## src/rtl/bgd_pkg.sv

```systemverilog
// Package for the buck gate drive control block: constants and carrier types
package bgd_pkg;

    // Tri-state hold-off time in ns and derived count at 10 MHz (least time, rounded up)
    localparam int BGD_CLK_PERIOD_NS = 100;
    localparam int BGD_HOLDOFF_NS = 300;
    localparam int BGD_HOLDOFF_CYC_RAW =
        (BGD_HOLDOFF_NS + BGD_CLK_PERIOD_NS - 1) / BGD_CLK_PERIOD_NS;
    localparam int BGD_HOLDOFF_CYC = (BGD_HOLDOFF_CYC_RAW < 1) ? 1 : BGD_HOLDOFF_CYC_RAW;
    localparam int BGD_HOLDOFF_W = 8;

    // Interlock confirm: cycles the outgoing gate must read off before the other turns on
    localparam int BGD_DEAD_NS = 100;
    localparam int BGD_DEAD_CYC_RAW = (BGD_DEAD_NS + BGD_CLK_PERIOD_NS - 1) / BGD_CLK_PERIOD_NS;
    localparam int BGD_DEAD_CYC = (BGD_DEAD_CYC_RAW < 1) ? 1 : BGD_DEAD_CYC_RAW;
    localparam int BGD_DEAD_W = 4;

    // Reset values of the gate commands and fault flag
    localparam logic BGD_GATE_RST = 1'h0;
    localparam logic BGD_FAULT_RST = 1'h1;

    // Gate command pair
    typedef struct packed {
        logic high_side_gate;
        logic low_side_gate;
    } bgd_gates_t;

    // Fault sources
    typedef struct packed {
        logic supply_lockout;
        logic high_side_oc;
        logic output_oc;
        logic thermal;
    } bgd_faults_t;

endpackage

```

## src/rtl/bgd_gate_ctrl.sv

```systemverilog
// Gate drive control for a synchronous buck power stage
`timescale 1ns/1ps
`default_nettype none
module bgd_gate_ctrl
    import bgd_pkg::*;
(
    // Clock and reset
    input wire logic clk,
    input wire logic rst_b,
    // Controller inputs
    input wire logic pwm,
    input wire logic pwm_mid,
    input wire logic rectifier_enable,
    input wire logic rectifier_enable_driven,
    input wire logic rectifier_mode_select,
    // Fault sources
    input wire bgd_faults_t faults,
    // Gate state feedback (gate to source voltage above off level)
    input wire logic high_side_fb,
    input wire logic low_side_fb,
    // Outputs
    output bgd_gates_t gates,
    output logic fault_flag,
    output logic tristate_active,
    output logic sync_mode
);
    typedef enum logic [1:0] {ST_OFF, ST_HIGH, ST_DEAD, ST_LOW} bgd_state_t;

    bgd_state_t state_ff, nxt_state;
    bgd_gates_t gates_ff, nxt_gates;
    logic [BGD_DEAD_W-1:0] dead_ff, nxt_dead;
    logic fault_ff;
    logic tristate;
    logic sre_eff;
    logic any_fault;
    logic want_high;
    logic want_low;

    // Both gates must read off; used by every handover in synchronous mode
    function automatic logic both_off(input logic hs, input logic ls);
        both_off = !hs && !ls;
    endfunction

    bgd_tristate_det u_tri (
        .clk(clk),
        .rst_b(rst_b),
        .pwm_mid(pwm_mid),
        .tristate(tristate)
    );

    // Floating enable pin is pulled up
    assign sre_eff = rectifier_enable || !rectifier_enable_driven;
    // Any fault source is an immediate kill, no waiting for the controller
    assign any_fault = |faults;
    assign want_high = pwm;
    assign want_low = !pwm && sre_eff;

    // Synchronous sequencer with interlock; dead state waits for feedback and count
    always_comb begin
        nxt_state = state_ff;
        nxt_dead = dead_ff;
        if (any_fault || tristate || !rectifier_mode_select) begin
            nxt_state = ST_OFF;
            nxt_dead = '0;
        end else begin
            unique case (state_ff)
                ST_OFF: begin
                    if (want_high || want_low) begin
                        nxt_state = ST_DEAD;
                        nxt_dead = '0;
                    end
                end
                ST_HIGH: begin
                    if (!want_high) begin
                        nxt_state = ST_DEAD;
                        nxt_dead = '0;
                    end
                end
                ST_LOW: begin
                    if (!want_low) begin
                        nxt_state = ST_DEAD;
                        nxt_dead = '0;
                    end
                end
                ST_DEAD: begin
                    // Outgoing FET must read off before the other is allowed on
                    if (!both_off(high_side_fb, low_side_fb)) begin
                        nxt_dead = '0;
                    end else if (dead_ff < BGD_DEAD_W'(BGD_DEAD_CYC)) begin
                        nxt_dead = dead_ff + BGD_DEAD_W'(1);
                    end else if (want_high) begin
                        nxt_state = ST_HIGH;
                    end else if (want_low) begin
                        nxt_state = ST_LOW;
                    end else begin
                        nxt_state = ST_OFF;
                    end
                end
            endcase
        end
    end

    // Gate command selection per mode
    always_comb begin
        nxt_gates = '{high_side_gate: BGD_GATE_RST, low_side_gate: BGD_GATE_RST};
        if (any_fault || tristate) begin
            nxt_gates = '{high_side_gate: 1'h0, low_side_gate: 1'h0};
        end else if (rectifier_mode_select) begin
            nxt_gates.high_side_gate = (nxt_state == ST_HIGH) && pwm;
            nxt_gates.low_side_gate = (nxt_state == ST_LOW) && want_low;
        end else begin
            // No interlock here; overlap avoidance is the controller's job
            nxt_gates.high_side_gate = pwm;
            nxt_gates.low_side_gate = sre_eff;
        end
    end

    // Sequencer state
    always_ff @(posedge clk or negedge rst_b) begin
        if (!rst_b) begin
            state_ff <= ST_OFF;
            dead_ff <= '0;
        end else begin
            state_ff <= nxt_state;
            dead_ff <= nxt_dead;
        end
    end

    // Registered gate commands, off from reset
    always_ff @(posedge clk or negedge rst_b) begin
        if (!rst_b) begin
            gates_ff <= '{high_side_gate: BGD_GATE_RST, low_side_gate: BGD_GATE_RST};
        end else begin
            gates_ff <= nxt_gates;
        end
    end

    // Fault flag: high in reset since supply state is unknown
    always_ff @(posedge clk or negedge rst_b) begin
        if (!rst_b) begin
            fault_ff <= BGD_FAULT_RST;
        end else begin
            fault_ff <= any_fault;
        end
    end

    assign gates = gates_ff;
    assign fault_flag = fault_ff;
    assign tristate_active = tristate;
    assign sync_mode = rectifier_mode_select;
endmodule // bgd_gate_ctrl
`default_nettype wire

```

## src/rtl/bgd_tristate_det.sv

```systemverilog
// Tri-state persistence detector for the pwm input
`timescale 1ns/1ps
`default_nettype none
module bgd_tristate_det
    import bgd_pkg::*;
(
    // Clock and reset
    input wire logic clk,
    input wire logic rst_b,
    // Mid-level indication and result
    input wire logic pwm_mid,
    output logic tristate
);
    logic [BGD_HOLDOFF_W-1:0] cnt_ff;
    logic tristate_ff;

    // Count mid-level cycles; any valid level restarts the count
    always_ff @(posedge clk or negedge rst_b) begin
        if (!rst_b) begin
            cnt_ff <= '0;
        end else if (!pwm_mid) begin
            cnt_ff <= '0;
        end else if (cnt_ff != BGD_HOLDOFF_W'(BGD_HOLDOFF_CYC)) begin
            cnt_ff <= cnt_ff + BGD_HOLDOFF_W'(1);
        end
    end

    // Tri-state held only while the mid level persists past hold-off
    always_ff @(posedge clk or negedge rst_b) begin
        if (!rst_b) begin
            tristate_ff <= 1'h0;
        end else begin
            tristate_ff <= pwm_mid && (cnt_ff == BGD_HOLDOFF_W'(BGD_HOLDOFF_CYC));
        end
    end

    assign tristate = tristate_ff;
endmodule // bgd_tristate_det
`default_nettype wire

```

## config.mk

```make
export PLATFORM = sky130hd
export DESIGN_NAME = bgd_gate_ctrl
export DESIGN_NICKNAME = d
export VERILOG_FILES = /design/src/rtl/bgd_pkg.sv /design/src/rtl/bgd_gate_ctrl.sv /design/src/rtl/bgd_tristate_det.sv
export SDC_FILE = /design/constraint.sdc
export NUM_CORES = 1
export LEC_CHECK = 0
export BUFFER_PORTS_ARGS = -buffer_cell sky130_fd_sc_hd__buf_4
export CORE_MARGIN = 1
export CORE_UTILIZATION = 57
export CTS_CLUSTER_SIZE = 40
export DETAILED_ROUTE_END_ITERATION = 6
export GPL_TIMING_DRIVEN = 0
export PLACE_DENSITY = 0.93
export REMOVE_ABC_BUFFERS = 1
export SETUP_SLACK_MARGIN = 0.05
export SYNTH_ARGS = -nofsm -noshare
export SYNTH_HDL_FRONTEND = slang
export SYNTH_SLANG_ARGS = --single-unit
```

## constraint.sdc

```tcl
create_clock -name clk -period 4.9 [get_ports clk]
set_input_delay 0.49 -clock clk [delete_from_list [all_inputs] [get_ports clk]]
set_output_delay 0.49 -clock clk [all_outputs]
set_load 0.05 [all_outputs]
```

==> results by stage, run 1 <==
Floorplan:
- The core region area is between 0.0015 and 0.002 mm2.
- For this configuration, the core starts out at a cell density of 0.614.
- The initialized floorplan defines 14 standard-cell rows.
- The number of top-level pins is 18.
- The floorplan step set the die width to approximately 43 um.
- The die is ~43 um tall.
- The total die area is about 0.0018 mm2.

Clock tree:
- The buffers inserted during post-CTS setup optimization is 0.
- After clock tree synthesis, the flow added hold-fix buffers numbering 0.
- Clock tree synthesis found a total of 18 sinks.
- The number of levels the H-tree was split into is 1.
- Clock tree synthesis inserted a total of 3 buffers.
- The root buffer cell is clkbuf_4.
- The later-pin clock latency in the skew report is slightly below 0.3 ns.
- The post-cts repair resize count is 0.
- TritonCTS built the clock tree.
- The maximum clock insertion buffer count is 2.
- The post-CTS clock slew at the launch and capture registers of the worst setup and hold paths is 0.10 ns.

Placement:
- The count of buffers added on input and output ports is 17.
- The wire-length estimate of the detail-placed layout is between 1000 and 1500 um.
- The minimum setup slack after placement is just under 3 ns.
- The final weighted congestion in routability-driven placement is 0.822.

Setup path:
- The maximum fanout encountered on the critical timing path is 7.
- Walking the worst path, the cells encountered are or4b_4 > a21o_1 > o221ai_1 > o21ai_0 > a21oi_1.
- The critical path endpoint category is a register.
- At the worst endpoint, the required time is between 5 and 6 ns.
- The critical path is of the reg2reg type.
- In this run the register-to-register setup slack is a little over 3 ns.
- The path length in cells of the critical path is 5.
- The library cell contributing the largest single delay on the critical path is or4b_4.
- The worst reg-to-reg path cell count is 5.
- The worst setup path is launched from a register.
- The worst flop-to-flop path endpoint is dead_ff[2].
- The data arrival time of the worst path is 2.00 ns.
- The kind of cell adding the most delay to the critical path is compound AO/OA/AOI/OAI gates.
- The combined buffer and inverter count along the critical path is 0.
- In this design, the stage delay of the slowest critical-path cell is around 0.6 ns.
- The startpoint of the worst-slack reg-to-reg timing path is state_ff[0].

Global routing:
- The first global-routing pass estimated around 3000 um of wire.
- For this run, the total global-route usage over all layers was measured as 0.224.
- The busiest layer in global routing is met2.
- The routing usage on met1 is 0.239.
- The number of global-route vias before repair came to 757.
- Entering global routing, the biggest net connects 19 pins.
- In the global route stage, met2 resource usage came out at 0.415.
- For this run, global-route usage on met3 was measured as 0.0302.
- The number of antenna violations at the first check in global routing was 0.
- The total overflow left after global routing is 0.

STA:
- The setup clock skew after layout is between 0.005 and 0.006 ns.
- In the post-route analysis, the smallest setup slack over all paths is ~3.1 ns.
- The part of the cycle the worst path needs is 0.364.
- The final-report hold violation count was 0.
- Setup repair after global routing left no endpoint under its margin.
- Measured against its own limit, the worst slew margin works out to 0.712.
- The final max-slew violation count is 0.
- The aggregate negative setup slack is 0 ns.
- The timing-limited maximum frequency is about 0.56 GHz.
- The transition time at the pin with the least slew margin is ~0.43 ns.
- The setup violation total in the final timing report is 0.
- The minimum clock period after layout is approximately 1.8 ns.

Finish:
- The share of post-route cells with drive strength above 1 is 0.205.
- In the final design database the tool counted approximately 130 nets.
- The number of antenna diodes in the final layout is 0.
- The relative area change from synthesis to final layout is 17.4%.
- In the layout the commonest cells are 17 x nor2_1, 17 x dfrtp_1, 17 x buf_4.
- The total of fill cells in the finished design is 125.

Detailed routing:
- The overall routed net length is approximately 1800 um.
- Using the TritonRoute via totals, the vias-per-cell ratio works out to a little under 6.
- The number of DRC markers in iteration 0 is 6.
- For this run, the detailed router's first-pass iteration total came to 4.
- After detailed routing, the number of remaining DRC violations is 0.
- In this run the remaining antenna-violating nets after routing total 0.
- The detail-routed net length per standard cell is approximately 13 um.
- Summing over every cut layer, the via total after detailed routing is about 770.

Synth:
- The yosys synthesis warning count is 0.
- The share of the Yosys chip area taken by registers is 0.483.
- The synthesized design contains 18 register bits.
- The average cell area after synthesis is around 9.5 um2.
- The area of the mapped netlist is roughly 940 um2.
- Counting distinct cell types in the post-synthesis netlist gives 33.
- Counting every instance in the synthesized netlist gives between 90 and 100.

Power and ir drop:
- The total power of the final layout is between 200 and 300 uW.
- The worst ir drop on vdd is approximately 0.2 mV.
- The analysis attributes to cell leakage a power of between 0.5 and 0.6 nW.
- In this run the power density over the cells is roughly 250 mW/mm2.

Outcome:
- The run finished with clean final reports.

Hold path:
- The kind of path behind the tightest hold check is in2async.

Job:
- The tool flagged a number of max-cap violations equal to 0.
## cells by family after synthesis
| family | synth area share |
|---|---|
| AND/OR/NAND/NOR | 0.245 |
| flip-flops | 0.483 |
| AO/OA/AOI/OAI | 0.119 |
| buffers and inverters | 0.0361 |
| XOR/XNOR | 0.0561 |
| adder cells (fa/ha/maj) | 0.0401 |
| multiplexers | 0.0214 |
## worst register-to-register path: stages (launching register included)
cell      delay, ns
dfrtp_1        0.46
or4b_4         0.60
a21o_1         0.19
o221ai_1       0.16
o21ai_0        0.16
a21oi_1        0.14
## synth_stat cells
master,count,area share
dfrtp_1,17,0.45
nand2b_1,2,0.013
a211oi_2,1,0.013
and4_1,1,0.0094
and2_1,1,0.0067
xor2_1,5,0.047
or4_1,2,0.016
a21oi_2,1,0.0094
nand3_1,6,0.032
nand2_1,6,0.024
dfstp_2,1,0.028
o22a_1,1,0.0094
a21oi_1,5,0.027
or3_1,3,0.020
nor2_1,17,0.068
buf_4,1,0.0080
o2bb2ai_1,1,0.0094
o21ai_1,1,0.0053
mux2i_1,2,0.021
clkbuf_1,1,0.0040
a21o_1,3,0.024
nor2b_1,2,0.013
o21ai_0,1,0.0053
o221ai_1,1,0.0094
nand3b_1,1,0.0080
inv_1,5,0.020
xnor2_1,1,0.0094
nor3_1,1,0.0053
or4b_4,1,0.015
ha_1,3,0.040
clkinv_1,1,0.0040
a31oi_1,1,0.0067
and3_1,2,0.013
## sequential cells by signal (all words and copies together), names as in the netlist
signal,cells
dead_ff,4
fault_flag,1
gates,2
state_ff,2
u_tri.cnt_ff,8
u_tri.tristate,1
## layout make-up
| class | instances | area [um2] | area share |
|---|---|---|---|
| inverter | 6 | 22.5 | 0.0205 |
| timing repair buffer | 17 | 128 | 0.116 |
| sequential | 18 | 452 | 0.411 |
| multi-input combinational | 72 | 450 | 0.410 |
| tap | 16 | 20.0 | 0.0182 |
| clock buffer | 4 | 26.3 | 0.0239 |
## per-stage QoR
| stage | std cells | instance area, um2 | hold WS, ns | utilization |
|---|---|---|---|---|
| global route | 133 | 1100 | 0.0459 | 0.721 |
| global placement | 129 | 1070 | 0.364 | 0.704 |
| floorplan | 96 | 925 | 0.194 | - |
| CTS | 133 | 1100 | 0.0474 | 0.721 |
| finish | 133 | 1100 | 0.0391 | 0.721 |
| detailed placement | 129 | 1070 | 0.365 | 0.704 |
## power by group
part	total, mW	internal [mW]	switching [mW]
Clock	0.0747	0.0317	0.0430
Sequential	0.161	0.154	0.00693
Combinational	0.0403	0.0180	0.0223
Total	0.276	0.204	0.0722
## worst max-delay path by stage
stage               slack (ns)          to        start
floorplan                 3.19    gates[0]    faults[1]
global placement          2.91    gates[0]    faults[1]
detailed placement        2.90    gates[0]    faults[1]
CTS                       3.11  dead_ff[2]  state_ff[0]
global route              3.01  dead_ff[0]  state_ff[0]
finish                    3.11  dead_ff[2]  state_ff[0]
## per-layer routing
layer	vias up	wire, um
met1	373	726
li1	372	-
met3	7	47
met2	16	958
met4	0	54
met5	-	0
Power figures use the tool's default switching activity.
==> run 2: changes to the inputs <==
--- a/config.mk
+++ b/config.mk
@@ -7,11 +7,11 @@
 export LEC_CHECK = 0
 export BUFFER_PORTS_ARGS = -buffer_cell sky130_fd_sc_hd__buf_4
 export CORE_MARGIN = 1
-export CORE_UTILIZATION = 57
+export CORE_UTILIZATION = 52
 export CTS_CLUSTER_SIZE = 40
 export DETAILED_ROUTE_END_ITERATION = 6
 export GPL_TIMING_DRIVEN = 0
-export PLACE_DENSITY = 0.93
+export PLACE_DENSITY = 0.87
 export REMOVE_ABC_BUFFERS = 1
 export SETUP_SLACK_MARGIN = 0.05
 export SYNTH_ARGS = -nofsm -noshare
==> constraint.sdc (replaced) <==
create_clock -name clk -period 1.8 [get_ports clk]
set_input_delay 0.18 -clock clk [delete_from_list [all_inputs] [get_ports clk]]
set_output_delay 0.18 -clock clk [all_outputs]
set_load 0.05 [all_outputs]
==> run 2 against run 1 <==
  * Largest power group unchanged
  * Largest cell class is now multi-input combinational cells
  * Cell count increased by 7.5%
  * Total power grew to 2.8 times the previous value
  * Hold slack improved by 0.063 ns
  * Utilization up 0.68 points
  * Sequential power rose to 2.7 times the previous value
  * Highest routed layer unchanged
  * Worst setup slack worse by 3.0 ns
  * Non-clock buffer count grew 2
  * Via count decreased by 1.0%
  * Sequential cell count unchanged
  * Register-to-register slack worse by 3.0 ns
  * First-iteration DRC count grew 33%
==> results by stage, run 2 (synthesis gave the netlist of run 1 again) <==
Outcome:
- The flow ran to the end, and the final reports show no timing, DRC or antenna violations.

STA:
- The max-slew headroom at the worst pin is 0.803.
- The timing-limited maximum frequency is approximately 0.58 GHz.
- Setup repair after global routing could not meet its margin everywhere.
- The aggregate negative setup slack is 0 ns.
- The final-report hold violation count was 0.
- Setup violations remaining at the end of the flow were counted as 0.
- In the finished design, the share of the clock period the worst path needs comes to 0.956.
- For the pin with the worst max-slew slack, the measured transition is slightly below 0.3 ns.
- The final max-slew violation count was 0.
- The final critical-path setup slack is approximately 0.079 ns.
- The minimum clock period after layout is ~1.7 ns.
- The setup clock skew after layout is roughly 0.006 ns.
- Hold is met by between 0.1 and 0.15 ns.

Power and ir drop:
- VDD sags by at most 0.645 mV.
- The areal power density over the cells is approximately 680 mW/mm2.
- The leakage power is 0.526 nW.

Detailed routing:
- The number of DRC markers in iteration 0 is 8.
- The total iterations of the first detailed-routing run is 4.
- The post-detailed-route count of antenna-violating nets is 0.
- The residual DRC count is 0.
- After detailed routing, the total wire length is 1680 um.
- After detailed routing, the number of vias per cell comes to between 5 and 6.
- Detailed routing inserted a total of 760 vias.
- After detailed routing, the average wire length per cell comes to between 10 and 15 um.

Finish:
- The largest registers in the layout are u_tri.cnt_ff (8), dead_ff (4).
- The net count of the finished layout is approximately 140.
- The library cell used most frequently in the layout, excluding fill and tap cells, is buf_4.
- The share of post-route cells with drive strength above 1 is 0.261.
- The top cell types in the final layout, fill and taps aside, are 18 x buf_4, 17 x nor2_1, 15 x dfrtp_1.
- The register with the most flip-flops in the layout has 8 of them.
- Ranked by flip-flop count, first place goes to u_tri.cnt_ff.
- The antenna cell count is 0.
- The relative area change from synthesis to final layout is 23.9%.
- The summed area of non-filler cells in the final layout is 0.00116 mm2.

Global routing:
- For this run the aggregate overflow at the end of global routing stands at 0.
- The number of global-route vias before repair is 677.
- The number of antenna violations at the first check in global routing came to 0.
- In the global route stage, overall resource usage came out at 0.187.
- The maximum number of pins on one net before global-route repair is 19.
- The first global-routing pass estimated 2730 um of wire.

Job:
- The number of max-cap violations is 0.

Setup path:
- The maximum fanout encountered on the critical timing path is 6.
- The worst setup path is captured at a register.
- STA puts the critical path data required time at 2.02 ns.
- The combined buffer and inverter count along the critical path is 0.
- The worst setup path is launched from a register.
- On the worst path, the slowest cell contributes a delay of 0.59 ns.
- Among cell families on the critical path, the largest total delay comes from simple AND/OR/NAND/NOR gates.
- The worst setup path is of the reg2reg kind.
- Data on the critical path arrives at its endpoint at around 1.9 ns.
- For this design, the slowest cell found on the critical path is or4b_4.
- The signal on the critical path passes through or4b_4 > or4_4 > a21oi_2.

Floorplan:
- During I/O placement, the number of pins put on the boundary was 18.
- The initialized floorplan defines 14 standard-cell rows.
- The core region is between 0.0015 and 0.002 mm2.
- The initial core utilization is 0.587.
- The total die area is 0.00197 mm2.
- Measured along the y axis, the die boundary spans roughly 44 um.
- The horizontal extent of the die is 44.4 um.

Hold path:
- The kind of path behind the tightest hold check is in2reg.

Placement:
- The placed standard-cell area is 0.00108 mm2.
- The final weighted congestion in routability-driven placement is roughly 0.79.
- The detailed placer's ending HPWL is 1220 um.
- The minimum setup slack after placement is between 0.02 and 0.025 ns.
- The count of input and output buffers is 17.

Clock tree:
- The longest clock path from root to sink contains 2 buffers.
- At the later pin of the worst-skew pair, clock insertion delay measures approximately 0.28 ns.
- The CTS tree is built.
- The number of levels the H-tree was split into is 1.
- The post-CTS clock slew at the launch and capture registers of the worst setup and hold paths is about 0.10 ns.
- The tree built by TritonCTS fans out to 18 sinks.
- Buffers inserted during clock tree synthesis total 3.
- The tree is rooted in a clkbuf_4.
-- run 2: cell types whose count changed in the layout (fill, tap and decap cells not counted), sizes merged --
| cell | before | now |
|---|---|---|
| buf | 17 | 18 |
| dlygate4sd3 | 0 | 1 |
-- run 2: final cells by class --
class / instances / area (um2)
multi-input cells: 72 / 472
flip-flops and latches: 18 / 454
fillers: 115 / 434
repair buffers: 19 / 145
clock buffers: 4 / 36.3
well taps: 24 / 30.0
inverters: 6 / 22.5
-- run 2: what timing repair did --
item | in CTS | in global routing
resized for setup | 2 | 4
endpoints found under the setup margin | 2 | 2
buffers inserted | 1 | 0
pin swaps | 0 | 2
hold buffers | 1 | 0
hold endpoints to repair | 18 | 0
gates cloned | 0 | 0
-- run 2: path summary, 6_finish.rpt --
path / startpoint / cells past startpoint / to / slack (ns)
max: state_ff[0] / 3 / dead_ff[2] / 0.08
min in group asynchronous: rst_b / 2 / u_tri.cnt_ff[0] / 0.28
max reg2reg: state_ff[0] / 3 / dead_ff[2] / 0.08
min reg2reg: u_tri.cnt_ff[7] / 2 / u_tri.cnt_ff[7] / 0.56
max in group asynchronous: rst_b / 2 / fault_flag / 1.27
min: faults[2] / 2 / fault_flag / 0.10
-- run 2: layer usage --
metal  vias up  global-route usage  wire length, um
met5         -                   0                0
met4         0              0.0545                8
met3         2              0.0245               40
met2        12               0.356              877
met1       368               0.217              753
li1        378                   -                -
-- run 2: through the flow --
step | total power, mW | util | cells
after floorplan | 0.502 | - | 96
after global placement | 0.551 | 0.679 | 137
after detailed placement | 0.557 | 0.679 | 137
after CTS | 0.797 | 0.717 | 143
after global routing | 0.824 | 0.728 | 143
final | 0.784 | 0.728 | 143
-- run 2: where the power goes --
part / internal (mW) / total (mW) / switching (mW)
sequential: 0.420 / 0.439 / 0.0186
clock: 0.123 / 0.235 / 0.112
combinational: 0.0506 / 0.111 / 0.0599
==> run 3: changes to the inputs <==
--- a/config.mk
+++ b/config.mk
@@ -7,13 +7,14 @@
 export LEC_CHECK = 0
 export BUFFER_PORTS_ARGS = -buffer_cell sky130_fd_sc_hd__buf_4
 export CORE_MARGIN = 1
-export CORE_UTILIZATION = 52
+export CORE_UTILIZATION = 54
 export CTS_CLUSTER_SIZE = 40
 export DETAILED_ROUTE_END_ITERATION = 6
 export GPL_TIMING_DRIVEN = 0
-export PLACE_DENSITY = 0.87
+export PLACE_DENSITY = 0.88
 export REMOVE_ABC_BUFFERS = 1
 export SETUP_SLACK_MARGIN = 0.05
 export SYNTH_ARGS = -nofsm -noshare
 export SYNTH_HDL_FRONTEND = slang
+export SYNTH_HIERARCHICAL = 1
 export SYNTH_SLANG_ARGS = --single-unit
==> run 3 against run 2 <==
  * Routed wire length is 35% higher
  * Sequential power down 3%
  * Critical endpoint is now gates[0]
  * Highest routed layer unchanged
  * Critical path type unchanged
  * Critical path depth grew 2
  * Largest cell class unchanged
==> results by stage, run 3 <==
Synth:
- For this run, the number of Yosys warnings is 6.
- In the post-synthesis netlist, the biggest area contributors are dfrtp_1 41%, ha_1 4.8%, mux2i_1 3.8%, nand2_1 3.6%, or3_1 3.0%.
- The most common cell in the synthesized netlist is dfrtp_1.
- Ranked by instance count, the synthesized netlist is headed by 17 x dfrtp_1, 10 x nand2_1, 7 x nor2_1, 6 x inv_1.
- The number of instances in the synthesized netlist is slightly above 100.
- The cell taking the most area after synthesis is dfrtp_1.
- For this run, asynchronously set or reset flops after synthesis account for 1.00.
- A synthesized cell averages ~10 um2.
- The sequential-to-total area share from yosys stat is 0.434.
- In this run the cell area of the synthesized design comes to approximately 0.0010 mm2.
- Counting flops with a built-in enable in the synthesized netlist gives 0.
- Counting distinct cell types in the post-synthesis netlist gives 38.
- The share of synthesized area in the top cell type comes to 0.409.
- After synthesis the netlist holds a flip-flop and latch count of 18.
- The most used flip-flop cell after synthesis is dfrtp_1.

Clock tree:
- The post-CTS clock slew at the launch and capture registers of the worst setup and hold paths is ~0.10 ns.
- The tree built by TritonCTS fans out to 18 sinks.
- The root buffer cell chosen for the clock tree is clkbuf_4.
- The CTS tree is built.
- The later-pin clock latency in the skew report is 0.30 ns.
- The number of levels the H-tree was split into is 1.
- The clock passes through at most 2 buffers.
- The TritonCTS buffer count is 3.

Power and ir drop:
- The analysis attributes to cell leakage a power of approximately 0.57 nW.
- The areal power density over the cells is ~620 mW/mm2.
- VDD sags by at most between 0.5 and 0.6 mV.

Floorplan:
- In this run the standard cell core region covers around 0.0018 mm2.
- In this run the count of I/O pins placed on the die edge is 18.
- The total die area is ~0.0021 mm2.
- The initial core utilization is 0.590.
- The horizontal extent of the die is ~46 um.
- After floorplanning, the core was divided into 15 placement rows.
- The height of the die is about 46 um.

Global routing:
- The global-route total usage across every layer is 0.243.
- The met3 usage is 0.0714.
- The number of global-route vias before repair is roughly 770.
- The met2 global-route usage is 0.420.
- The busiest layer in global routing is met2.
- The overflow left after global routing is 0.
- The first-pass GRT wire length is roughly 3600 um.
- Entering global routing, the biggest net connects 19 pins.
- The number of antenna violations at the first check in global routing is 0.
- The routing usage on met1 is 0.275.

Finish:
- The share of post-route cells with drive strength above 1 is 0.383.
- The number of nets in the finished design is approximately 150.
- The library cell used most frequently in the layout, excluding fill and tap cells, is buf_4.
- In the final layout, the registers with the most flip-flops are u_tri/cnt_ff (8), dead_ff (4).
- For this run, the share of the core covered by cells in the final layout is 0.748.
- The number of flip-flops in the largest register is 8.
- The antenna cell count is 0.
- Relative to the synthesized area, the layout overhead comes to 26.7%.
- More flip-flops sit in one register than any other, and that register is u_tri/cnt_ff.
- The top cell types in the final layout, fill and taps aside, are 24 x buf_4, 15 x dfrtp_1, 10 x nand2_1.

Hold path:
- Counting instances, the worst hold path has a depth of 2.
- The tightest min-delay check is of the in2reg type.
- The startpoint of the most critical hold path is rectifier_mode_select.

Detailed routing:
- Using the TritonRoute via totals, the vias-per-cell ratio works out to between 5 and 6.
- The overall routed net length is 2280 um.
- The total iterations of the first detailed-routing run is 4.
- In the final routed layout, each cell accounts on average for roughly 15 um.
- In this run the remaining antenna-violating nets after routing total 0.
- The final route contains between 800 and 900 vias.
- The residual DRC count is 0.
- The number of DRC markers in iteration 0 is 7.

STA:
- Setup violations remaining at the end of the flow were counted as 0.
- The final hold slack is around 0.070 ns.
- The part of the cycle the worst path needs is 0.948.
- The transition time at the pin with the least slew margin is ~0.37 ns.
- Setup repair after global routing could not meet its margin everywhere.
- Timing would allow up to just under 0.6 GHz.
- The final max-slew violation count is 0.
- The aggregate negative setup slack is 0 ns.
- The worst path needs ~1.7 ns of the cycle, external delays included.
- The final-report hold violation count came to 0.
- Across the routed clock network, the largest skew measured is 0.00409 ns.
- The worst pin sits at a relative slew slack of 0.755.

Setup path:
- The data required time of the worst path is around 2 ns.
- The beginning of the critical path is state_ff[1].
- The register-to-register setup slack is roughly 0.094 ns.
- The startpoint of the worst-slack reg-to-reg timing path is state_ff[1].
- The worst flop-to-flop path endpoint is gates[0].
- The critical path endpoint category is a register.
- The startpoint type of the worst setup path is a register.
- Measured in cells, the most critical reg-to-reg path has a length of 5.
- In this run the worst path has a maximum fanout of 7.
- The start-to-end type of the worst setup path is reg2reg.
- For the worst setup path, the data arrival time is around 1.9 ns.
- Following the worst setup path forward leads to its endpoint at gates[0].

Job:
- Across the run, the number of max-cap violations was 0.

Placement:
- Port buffering added 17 buffers.
- The detailed placer's ending HPWL is 1450 um.
- Routability-driven placement finished with a final weighted congestion of approximately 0.81.

Outcome:
- The run finished with clean final reports.
==> run 3: changes by cell type after synthesis, sizes merged, moves of 2 or more <==
cell	before	now
a21boi	0	2
and2	1	3
buf	1	3
mux2i	2	4
nand2	6	10
nand3	6	3
nand3b	1	3
nor2	17	7
o21ai	2	5
or3	3	5
xor2	5	0
==> run 3: how the worst min path moves through the flow <==
stage / end / slack [ns]
finish: gates[0] / 0.07
global route: gates[0] / 0.06
CTS: gates[0] / 0.06
detailed placement: gates[0] / 0.06
global placement: gates[0] / 0.06
floorplan: dead_ff[0] / -0.12
==> run 3: what timing repair did <==
item	CTS	global route
setup endpoints to repair	5	8
gates resized for setup	5	7
hold endpoints to repair	18	0
pin swaps	0	4
setup buffers	2	5
hold buffers	1	0
==> run 3: power breakdown <==
group	switching (mW)	internal (mW)
combinational	0.0696	0.0669
sequential	0.0104	0.418
clock	0.130	0.124
total	0.210	0.608
==> run 3: metrics by stage <==
| step | instance area (um2) | total power [mW] | setup WS, ns | cells |
|---|---|---|---|---|
| floorplan | 1010 | 0.494 | 0.115 | 99 |
| global placement | 1170 | 0.544 | -0.00722 | 141 |
| detailed placement | 1170 | 0.551 | -0.0279 | 141 |
| CTS | 1250 | 0.811 | 0.0669 | 148 |
| global route | 1320 | 0.852 | 0.0207 | 153 |
| finish | 1320 | 0.819 | 0.0941 | 153 |
==> run 3: area by class of cell <==
class,count,area (um2)
Clock buffer,4,36.3
Fill cell,124,445
Inverter,6,22.5
Multi-Input combinational cell,75,584
Sequential cell,18,454
Tap cell,25,31.3
Timing Repair Buffer,25,190
==> run 3: cells by family (layout without fill, tap and decap cells) <==
kind of cell               after synthesis  in the layout  share of synthesized area
DFF                                     18             18                      0.434
AOI/OAI and AO/OA                       20             20                      0.139
muxes                                    4              4                     0.0385
buffers and inverters                   10             35                     0.0505
and+or+nand+nor                         45             45                      0.273
adders and majority gates                4              4                     0.0481
xor gates and xnor gates                 2              2                     0.0168
==> run 3: layer usage <==
metal | wire length (um) | vias up
met5 | 0 | -
met4 | 65 | 0
met1 | 925 | 405
met3 | 92 | 9
met2 | 1190 | 22
li1 | - | 410
==> run 3: worst max-delay path, stage by stage (launching register included) <==
cell	delay, ns
dfrtp_2	0.44
or4b_4	0.54
a21oi_4	0.17
o21ai_2	0.09
a211oi_4	0.25
o2bb2ai_1	0.14
